**src/design/cfg_space_pkg.sv**
```systemverilog
/*
 * constants for the audio function's dma base and miscellaneous
 * configuration registers: offsets, field positions, masks, reset values
 * and the serial configuration port clock timing.
 * assumes a single 20 MHz system clock and 6-bit configuration dword addresses.
 */
package cfg_space_pkg;

	// configuration dword index width (byte address bits 7:2)
	localparam int DWORD_ADDR_W = 6;

	// printed byte offsets of the two registers
	localparam logic [7:0] SECOND_DMA_BASE_OFFSET = 8'h42;
	localparam logic [7:0] MISC_CONFIG_OFFSET = 8'h58;

	// dword indexes derived from the byte offsets
	localparam logic [DWORD_ADDR_W-1:0] SECOND_DMA_BASE_DWORD =
		SECOND_DMA_BASE_OFFSET[7:2];
	localparam logic [DWORD_ADDR_W-1:0] MISC_CONFIG_DWORD = MISC_CONFIG_OFFSET[7:2];

	// byte lane within the dword where each register starts
	localparam int SECOND_DMA_BASE_LANE = 2;
	localparam int MISC_CONFIG_LANE = 0;

	// second dma base register layout (16 bits)
	localparam int BASE_ADDR_HI = 15;
	localparam int BASE_ADDR_LO = 7;
	localparam int BASE_CHAN_HI = 5;
	localparam int BASE_CHAN_LO = 4;
	localparam int BASE_ENABLE_BIT = 0;
	localparam logic [7:0] BASE_LOW_BYTE_MASK = 8'hb1;
	localparam logic [7:0] BASE_HIGH_BYTE_MASK = 8'hff;
	localparam logic [15:0] SECOND_DMA_BASE_RESET = 16'h0000;

	// miscellaneous configuration register layout (8 bits)
	localparam int MISC_DUTY_HI = 7;
	localparam int MISC_DUTY_LO = 6;
	localparam int MISC_RETRY_BIT = 5;
	localparam int MISC_SCP_CLOCK_BIT = 4;
	localparam int MISC_BUS_HOG_BIT = 3;
	localparam int MISC_CHAN_HI = 2;
	localparam int MISC_CHAN_LO = 1;
	localparam int MISC_SIDEBAND_BIT = 0;
	localparam logic [7:0] MISC_CONFIG_MASK = 8'hff;
	localparam logic [7:0] MISC_CONFIG_RESET = 8'h00;

	// serial configuration port clock
	localparam int CLOCK_HZ = 20_000_000;
	localparam int SCP_CLOCK_HZ = 400_000;
	localparam int SCP_HALF_CYCLES = CLOCK_HZ / (2 * SCP_CLOCK_HZ);
	localparam int SCP_COUNT_W = 5;
	localparam logic [SCP_COUNT_W-1:0] SCP_HALF_LAST = SCP_COUNT_W'(SCP_HALF_CYCLES - 1);
	localparam logic [SCP_COUNT_W-1:0] SCP_COUNT_RESET = 5'h00;

endpackage

```
**src/design/legacy_dma_misc_config_regs.sv**
```systemverilog
/*
 * configuration-space registers of the audio function: second distributed
 * dma channel base/enable and the miscellaneous configuration register,
 * with the controls they steer (dsp clock duty, music retry, serial port
 * clock, pc/pci sideband setup).
 * assumes configuration cycles already decoded to this function by the pci
 * target, presented as one-cycle read or write strobes on dword addresses.
 */
`timescale 1ns/100ps

// Contract
// - nine-bit base in bits 15:7, read back
// - bits 5:4 hold writable channel number
// - reserved bits 6 and 3:1 read zero
// - bit 0 enables second dma channel
// - bits 7:6 set dsp clock duty
// - bit 5 retries full music register hits
// - bit 4 picks 400 KHz or pci clock
// - bits 2:1 channel code, only in sideband mode
// - bit 0 enables sideband request and grant
module legacy_dma_misc_config_regs
	import cfg_space_pkg::*;
(
	input wire logic clock_i, // pci clock, 20 MHz
	input wire logic reset_i, // pci reset, synchronous, active high
	input wire logic cfg_rd_i, // configuration read strobe
	input wire logic cfg_wr_i, // configuration write strobe
	input wire logic [cfg_space_pkg::DWORD_ADDR_W-1:0] cfg_dword_i, // dword index
	input wire logic [3:0] cfg_be_i, // byte enables, active high
	input wire logic [31:0] cfg_wdata_i, // write data
	output logic [31:0] cfg_rdata_o, // read data
	output logic cfg_ack_o, // access completed
	output logic [8:0] second_dma_base_o, // channel base address bits 15:7
	output logic [1:0] second_dma_chan_o, // channel number field
	output logic second_dma_on_o, // second channel enabled
	output logic [1:0] dsp_clock_duty_sel_o, // dsp clock duty select
	output logic bus_hog_fix_on_o, // bus hog fix enable
	input wire logic synth_queue_first_hit_i, // target access hits first music reg
	input wire logic synth_queue_second_hit_i, // target access hits second music reg
	input wire logic synth_queue_first_full_i, // first music register full
	input wire logic synth_queue_second_full_i, // second music register full
	output logic synth_retry_o, // target must answer retry
	output logic serial_cfg_port_clock_sel_o, // 1 = pci clock on serial port
	output logic scp_clock_o, // serial configuration port clock
	input wire logic scp_data_i, // serial configuration port data pin
	output logic scp_data_o, // sampled serial data
	output logic scp_sample_o, // pulse on each new sample, 400 KHz mode only
	output logic sideband_dma_mode_on_o, // pc/pci mode enabled
	output logic [1:0] legacy_dma_channel_code_o, // encoded legacy dma channel
	input wire logic legacy_dma_req_i, // internal legacy dma wants service
	output logic sideband_req_o, // sideband request pin level
	input wire logic sideband_gnt_i, // sideband grant pin
	output logic legacy_dma_gnt_o // grant toward internal legacy dma
);
	logic [15:0] second_dma_base_q;
	logic [15:0] second_dma_base_d;
	logic [7:0] misc_config_q;
	logic [7:0] misc_config_d;
	logic [31:0] rdata_q;
	logic [31:0] rdata_d;
	logic ack_q;
	logic gnt_meta_q;
	logic gnt_sync_q;
	logic gnt_q;
	logic base_sel;
	logic misc_sel;
	logic [7:0] base_lo_wdata;
	logic [7:0] base_hi_wdata;
	logic [7:0] misc_wdata;
	logic base_lo_we;
	logic base_hi_we;
	logic misc_we;
	logic sideband_on;

	// address decode: two dwords carry our registers, everything else reads zero
	assign base_sel = (cfg_dword_i == SECOND_DMA_BASE_DWORD);
	assign misc_sel = (cfg_dword_i == MISC_CONFIG_DWORD);

	// byte lane write enables
	assign base_lo_we = cfg_wr_i && base_sel && cfg_be_i[SECOND_DMA_BASE_LANE];
	assign base_hi_we = cfg_wr_i && base_sel && cfg_be_i[SECOND_DMA_BASE_LANE + 1];
	assign misc_we = cfg_wr_i && misc_sel && cfg_be_i[MISC_CONFIG_LANE];

	// lane data; reserved bits masked so they can never be stored
	assign base_lo_wdata = cfg_wdata_i[8*SECOND_DMA_BASE_LANE +: 8] & BASE_LOW_BYTE_MASK;
	assign base_hi_wdata = cfg_wdata_i[8*(SECOND_DMA_BASE_LANE+1) +: 8] & BASE_HIGH_BYTE_MASK;
	assign misc_wdata = cfg_wdata_i[8*MISC_CONFIG_LANE +: 8] & MISC_CONFIG_MASK;

	// next register values per byte lane
	assign second_dma_base_d = {
		base_hi_we ? base_hi_wdata : second_dma_base_q[15:8],
		base_lo_we ? base_lo_wdata : second_dma_base_q[7:0]
	};
	assign misc_config_d = misc_we ? misc_wdata : misc_config_q;

	// read mux: register content placed in its own lane, other lanes zero
	assign rdata_d = base_sel ? {second_dma_base_q, 16'h0000} :
		misc_sel ? {24'h000000, misc_config_q} :
		32'h00000000;

	// second dma base storage; reserved bits never load, so they read zero
	always_ff @(posedge clock_i)
	begin
		if (reset_i)
		begin
			second_dma_base_q <= SECOND_DMA_BASE_RESET;
		end
		else
		begin
			second_dma_base_q <= second_dma_base_d;
		end
	end

	// miscellaneous register storage
	always_ff @(posedge clock_i)
	begin
		if (reset_i)
		begin
			misc_config_q <= MISC_CONFIG_RESET;
		end
		else
		begin
			misc_config_q <= misc_config_d;
		end
	end

	// read data captured with the strobe and held until the next read
	always_ff @(posedge clock_i)
	begin
		if (reset_i)
		begin
			rdata_q <= 32'h00000000;
		end
		else
		begin
			rdata_q <= cfg_rd_i ? rdata_d : rdata_q;
		end
	end

	// completion one cycle after any strobe; nothing is ever refused
	always_ff @(posedge clock_i)
	begin
		if (reset_i)
		begin
			ack_q <= 1'b0;
		end
		else
		begin
			ack_q <= cfg_rd_i || cfg_wr_i;
		end
	end

	assign cfg_rdata_o = rdata_q;
	assign cfg_ack_o = ack_q;

	// second dma channel controls straight from the register
	assign second_dma_base_o = second_dma_base_q[BASE_ADDR_HI:BASE_ADDR_LO];
	assign second_dma_chan_o = second_dma_base_q[BASE_CHAN_HI:BASE_CHAN_LO];
	assign second_dma_on_o = second_dma_base_q[BASE_ENABLE_BIT];

	// the channel numbers are not cross-checked here; the chipset owns that choice
	// and both channel fields are left exactly as software wrote them

	// miscellaneous controls
	assign dsp_clock_duty_sel_o = misc_config_q[MISC_DUTY_HI:MISC_DUTY_LO];
	assign bus_hog_fix_on_o = misc_config_q[MISC_BUS_HOG_BIT];
	assign serial_cfg_port_clock_sel_o = misc_config_q[MISC_SCP_CLOCK_BIT];

	// retry is combinational so the target can answer in the same data phase
	assign synth_retry_o = misc_config_q[MISC_RETRY_BIT] &&
		((synth_queue_first_hit_i && synth_queue_first_full_i) ||
		(synth_queue_second_hit_i && synth_queue_second_full_i));

	// sideband mode: channel code only meaningful while enabled
	assign sideband_on = misc_config_q[MISC_SIDEBAND_BIT];
	assign sideband_dma_mode_on_o = sideband_on;
	assign legacy_dma_channel_code_o = sideband_on ?
		misc_config_q[MISC_CHAN_HI:MISC_CHAN_LO] : 2'h0;

	// grant pin crosses in through two flops; only the second is read further on
	always_ff @(posedge clock_i)
	begin
		if (reset_i)
		begin
			gnt_meta_q <= 1'b0;
			gnt_sync_q <= 1'b0;
		end
		else
		begin
			gnt_meta_q <= sideband_gnt_i;
			gnt_sync_q <= gnt_meta_q;
		end
	end

	// registered grant, gated by the mode bit so a stray pin level never leaks
	always_ff @(posedge clock_i)
	begin
		if (reset_i)
		begin
			gnt_q <= 1'b0;
		end
		else
		begin
			gnt_q <= sideband_on && gnt_sync_q;
		end
	end

	// request goes inactive with the mode bit; the registered grant follows one cycle later
	assign sideband_req_o = sideband_on && legacy_dma_req_i;
	assign legacy_dma_gnt_o = gnt_q;

	// serial configuration port clock and data sampling
	serial_cfg_clock scp_clock_unit (
		.clock_i(clock_i),
		.reset_i(reset_i),
		.pci_clock_sel_i(misc_config_q[MISC_SCP_CLOCK_BIT]),
		.data_i(scp_data_i),
		.scp_clock_o(scp_clock_o),
		.data_o(scp_data_o),
		.sample_o(scp_sample_o)
	);

endmodule

```
**src/design/serial_cfg_clock.sv**
```systemverilog
/*
 * serial configuration port clock: a 400 KHz divided clock or the system
 * clock itself, plus the sampling of incoming serial data on the rising
 * edge of the divided clock.
 * assumes clock_i is the 20 MHz pci clock and data_i is an asynchronous pin.
 */
`timescale 1ns/100ps

module serial_cfg_clock
	import cfg_space_pkg::*;
(
	input wire logic clock_i, // system clock
	input wire logic reset_i, // synchronous reset, active high
	input wire logic pci_clock_sel_i, // 1 = pass pci clock, 0 = 400 KHz
	input wire logic data_i, // serial data pin
	output logic scp_clock_o, // clock toward the serial port
	output logic data_o, // sampled serial data
	output logic sample_o // pulse when data_o was refreshed, 400 KHz mode only
);
	logic [SCP_COUNT_W-1:0] count_q;
	logic [SCP_COUNT_W-1:0] count_d;
	logic slow_q;
	logic data_meta_q;
	logic data_sync_q;
	logic data_q;
	logic half_done;
	logic rise;

	// divider: toggle the slow clock every half period
	assign half_done = (count_q == SCP_HALF_LAST);
	assign count_d = half_done ? SCP_COUNT_RESET : count_q + 1'b1;
	assign rise = half_done && !slow_q;

	always_ff @(posedge clock_i)
	begin
		if (reset_i)
		begin
			count_q <= SCP_COUNT_RESET;
			slow_q <= 1'b0;
		end
		else
		begin
			count_q <= count_d;
			slow_q <= half_done ? !slow_q : slow_q;
		end
	end

	// pin passes two flops; data is then latched on the slow clock's rise
	always_ff @(posedge clock_i)
	begin
		if (reset_i)
		begin
			data_meta_q <= 1'b0;
			data_sync_q <= 1'b0;
			data_q <= 1'b0;
			sample_o <= 1'b0;
		end
		else
		begin
			data_meta_q <= data_i;
			data_sync_q <= data_meta_q;
			data_q <= rise ? data_sync_q : data_q;
			sample_o <= rise && !pci_clock_sel_i;
		end
	end

	// the clock mux glitches on a select change; software switches it while idle
	assign scp_clock_o = pci_clock_sel_i ? clock_i : slow_q;
	assign data_o = data_q;

endmodule

```
**config.mk**
```make
export PLATFORM = sky130hd
export DESIGN_NAME = legacy_dma_misc_config_regs
export DESIGN_NICKNAME = d
export VERILOG_FILES = /design/src/design/cfg_space_pkg.sv /design/src/design/legacy_dma_misc_config_regs.sv /design/src/design/serial_cfg_clock.sv
export SDC_FILE = /design/constraint.sdc
export NUM_CORES = 1
export LEC_CHECK = 0
export CAP_MARGIN = 20
export CORE_MARGIN = 2
export CORE_UTILIZATION = 34
export DETAILED_ROUTE_END_ITERATION = 8
export DONT_BUFFER_PORTS = 1
export GPL_TIMING_DRIVEN = 0
export HOLD_SLACK_MARGIN = 0.15
export SETUP_SLACK_MARGIN = 0.1
export SLEW_MARGIN = 20
export SYNTH_ARGS = -nofsm -noshare
export SYNTH_HDL_FRONTEND = slang
export SYNTH_SLANG_ARGS = --single-unit
```
**constraint.sdc**
```tcl
create_clock -name clock_i -period 2.4 [get_ports clock_i]
set_input_delay 0.36 -clock clock_i [delete_from_list [all_inputs] [get_ports clock_i]]
set_output_delay 0.36 -clock clock_i [all_outputs]
set_load 0.1 [all_outputs]
```
==> impl_summary.log <==
INFO  metric post-dp-hpwl = 4136 µm
INFO  metric floorplan.io_pins = approximately 110
INFO  metric routed_wire_length_per_instance = roughly 15 µm
INFO  metric ys.warnings.count = 0
INFO  metric cts.clk_slew.worst_paths = 0.10 ns
INFO  metric vias_per_cell = approximately 4.8
INFO  metric layout-drive-gt1-share = between 10% and 20%
INFO  metric routed-via-count = about 1900
INFO  metric grt_max_degree = 18
INFO  metric slew-limit-headroom = between 20 and 30%
INFO  metric first_global_vias = 1899
INFO  metric status = finished, final reports clean
INFO  metric setup_crit_start_kind = clock port
INFO  metric power.share.clock = about 37%
INFO  metric net_count_of_the_finished_layout = 359
INFO  metric drt-total-wl = slightly below 6000 µm
INFO  metric crit_path_end_kind = output port
INFO  metric clkLatencyLatePin = between 0.4 and 0.5 ns
INFO  metric critPathBufInv = 2
INFO  metric pwr-share-seq = ~50%
INFO  metric async_flop_share = 0%
INFO  metric cts_setup_buffers = 0
INFO  metric overflow = 0
INFO  metric irDropWorstVdd = 0.2416 mV
INFO  metric finalSetupViolCount = 0
INFO  metric synthDominantCellAreaShare = ~45%
INFO  metric drv_slew = 0
INFO  metric synth.ff_latch_count = 54
INFO  metric floorplan.die.width = about 88 µm
INFO  metric synth.cell_area = roughly 0.0024 mm²
INFO  metric synth.yosys.seq_area_share = a little under half
INFO  metric share_comb_of_total_power = between 10% and 20%
INFO  metric dr.pass1.iters = 4
INFO  metric gpl.final_weighted_congestion = about 0.83
INFO  metric synth_cell_type_count = 31
INFO  metric grt_first_pass_wirelength = approximately 9500 µm
INFO  metric crit_required = 2.04 ns
INFO  metric power.leakage = around 1.0 nW
INFO  metric crit_top_cell = sky130_fd_sc_hd__clkbuf_8
INFO  metric max_cap_viol_count = 0
INFO  metric power.switching_fraction = about 28%
INFO  metric setup_total_negative_slack = 0 ns
INFO  metric drc_errors = 0
INFO  metric min_path_cells = 2
INFO  metric slowest_cell_on_crit_path = sky130_fd_sc_hd__mux2_2
INFO  metric antenna_found_initial = 0
INFO  metric post_synth.cell_area_avg = 9.318 µm²
INFO  metric track_usage = between 10% and 20%
INFO  metric antenna_violating_nets_post_route = 0
INFO  metric number_of_synthesized_flops_with_an_enable_pin = 0
INFO  metric list_of_cells_traversed_by_the_critical_path = clkbuf_8 -> clkbuf_8 -> mux2_2
INFO  metric finClkSkew = around 0.011 ns
INFO  metric io_buffer_count = 0
INFO  metric row_count = 30
INFO  metric tritoncts_clock_tree = built
INFO  metric p_total = ~1.8 mW
INFO  metric critical_path_depth = 3
INFO  metric critPathKind = clock port to output port
INFO  metric post_synth_main_area_contributors = sky130_fd_sc_hd__dfxtp_1, sky130_fd_sc_hd__nand2b_1, sky130_fd_sc_hd__mux2i_1
INFO  metric area.growth.synth_to_final = 24.75%
INFO  metric intPower = roughly 1.3 mW
INFO  metric crit_arrival = about 1.9 ns
INFO  metric die_boundary_height = between 80 and 90 µm
INFO  metric antenna_cells = 0
INFO  metric drt_iter0_drc = 50
INFO  metric timing.final.hold_violations = 0
INFO  metric synth_most_common_cell = sky130_fd_sc_hd__dfxtp_1
INFO  metric timing.hold.worst.class = input pin to flip-flop
INFO  metric floorplan.core_area = 0.006794 mm²
INFO  metric rsz0062_at_grt = false
INFO  metric timing.critical_path.max_delay_family = multiplexers
INFO  metric synth_area_leader_cell = sky130_fd_sc_hd__dfxtp_1
INFO  metric depth_of_the_worst_register_to_register_path = 3
INFO  metric stage_delay_of_the_slowest_cell_on_the_critical_path = 0.48 ns
INFO  metric power_per_cell_area = 605.4 mW/mm²
INFO  metric synth.cells.most_frequent = sky130_fd_sc_hd__dfxtp_1, sky130_fd_sc_hd__nand2b_1, sky130_fd_sc_hd__nand4_1, sky130_fd_sc_hd__a21oi_1, sky130_fd_sc_hd__clkbuf_1
INFO  metric design.die.area = 0.007673 mm²
INFO  metric synth_flop_cell = sky130_fd_sc_hd__dfxtp_1
INFO  metric floorplan.initialDensity = 34.97%
INFO  metric net-switching-power = 0.5017 mW
INFO  metric slew_at_the_pin_closest_to_its_max_slew_limit = between 1 and 1.5 ns
INFO  metric critPathMaxFanout = 2
INFO  metric netlist_instances = between 200 and 300
## final timing paths
kind                                                        start                                  to  slack (ns)
worst max-delay path                                      clock_i                         scp_clock_o        0.13
worst min-delay path                               cfg_dword_i[1]  second_dma_base_q[14]$_SDFFE_PP0P_        0.18
worst max register to register  second_dma_base_q[7]$_SDFFE_PP0P_   second_dma_base_q[7]$_SDFFE_PP0P_        0.50
worst min register to register              gnt_sync_q$_SDFF_PP0_         legacy_dma_gnt_o$_SDFF_PP0_        0.42
## cell families (layout without fill, tap and decap cells)
logic type	after synthesis	count (layout)	synth area share [%]
AO/OA/AOI/OAI	39	39	9.742
XOR/XNOR	4	4	1.475
adder cells (fa/ha/maj)	2	2	1.053
buffers and inverters	36	75	8.215
flip-flops	54	54	45.50
multiplexers	13	13	5.529
other	1	12	0.1578
AND/OR/NAND/NOR	106	106	28.33
## layout make-up
cell class / instances / area (µm²)
Fill cell: 689 / 3830
Multi-Input combinational cell: 176 / 1154
Sequential cell: 54 / 1084
Timing Repair Buffer: 28 / 280.3
Buffer: 32 / 180.2
Tap cell: 96 / 120.1
Clock buffer: 9 / 113.9
Clock inverter: 2 / 17.52
Inverter: 4 / 15.01
## power by group through the flow
stage / registers [mW] / clock network [mW] / logic, mW
6_report: 0.922 / 0.658 / 0.214
5_1_grt: 0.925 / 0.720 / 0.230
4_1_cts: 0.923 / 0.678 / 0.214
3_5_place_dp: 0.943 / 0.000729 / 0.182
3_3_place_gp: 0.943 / 0.000729 / 0.180
2_1_floorplan: 0.942 / 0.000729 / 0.160
## metrics by stage
| stage | hold slack, ns | instance area [µm²] | utilization [%] | worst slack [ns] | instances |
|---|---|---|---|---|---|
| final | 0.1752 | 2964 | 43.63 | 0.1271 | 401 |
| after global routing | 0.1710 | 2964 | 43.63 | 0.1231 | 401 |
| after CTS | 0.1735 | 2958 | 43.54 | 0.1242 | 401 |
| after detailed placement | 0.4148 | 2540 | 37.38 | 0.08869 | 362 |
| after global placement | 0.4145 | 2537 | 37.35 | 0.09103 | 362 |
| after floorplan | 0.4045 | 2417 | - | 0.1780 | 266 |
## flip-flops by register name, summed over array words and instances (netlist names), 5 cells and up
signal,cells
scp_clock_unit.count_q,5
misc_config_q,8
cfg_rdata_o,20
second_dma_base_q,12
## layout by cell type, fill, tap and decap left out, types with 2 or more instances in the layout
cell type / instances
sky130_fd_sc_hd__inv_1: 4
sky130_fd_sc_hd__dlygate4sd3_1: 28
sky130_fd_sc_hd__buf_4: 14
sky130_fd_sc_hd__mux2i_1: 12
sky130_fd_sc_hd__clkbuf_1: 17
sky130_fd_sc_hd__nor2b_1: 5
sky130_fd_sc_hd__o31ai_1: 12
sky130_fd_sc_hd__and2_1: 2
sky130_fd_sc_hd__nand2b_1: 33
sky130_fd_sc_hd__xor2_1: 3
sky130_fd_sc_hd__conb_1: 12
sky130_fd_sc_hd__nor2_1: 9
sky130_fd_sc_hd__o21ai_0: 9
sky130_fd_sc_hd__nand4_1: 17
sky130_fd_sc_hd__dfxtp_1: 52
sky130_fd_sc_hd__dfxtp_2: 2
sky130_fd_sc_hd__a21oi_1: 16
sky130_fd_sc_hd__clkbuf_8: 8
sky130_fd_sc_hd__and2_2: 3
sky130_fd_sc_hd__nand2_1: 15
sky130_fd_sc_hd__nor4_4: 2
sky130_fd_sc_hd__or3b_2: 12
sky130_fd_sc_hd__nand3_1: 2
sky130_fd_sc_hd__ha_1: 2
## layer usage
layer / share of wire (%) / routed length, µm / vias up / global-route usage (%)
met5: 0 / 0 / - / 0
met2: 47 / 2731 / 78 / 26.93
li1: - / - / 952 / -
met1: 44 / 2554 / 865 / 19.06
met4: 1.4 / 82 / 0 / 6.154
met3: 8.3 / 487 / 10 / 6.126
## timing repair
action	in CTS	in global routing
hold buffers	28	0
resized for setup	5	0
endpoints found under the setup margin	4	0
hold endpoints to repair	26	0
(Power assumes the default switching activity.)
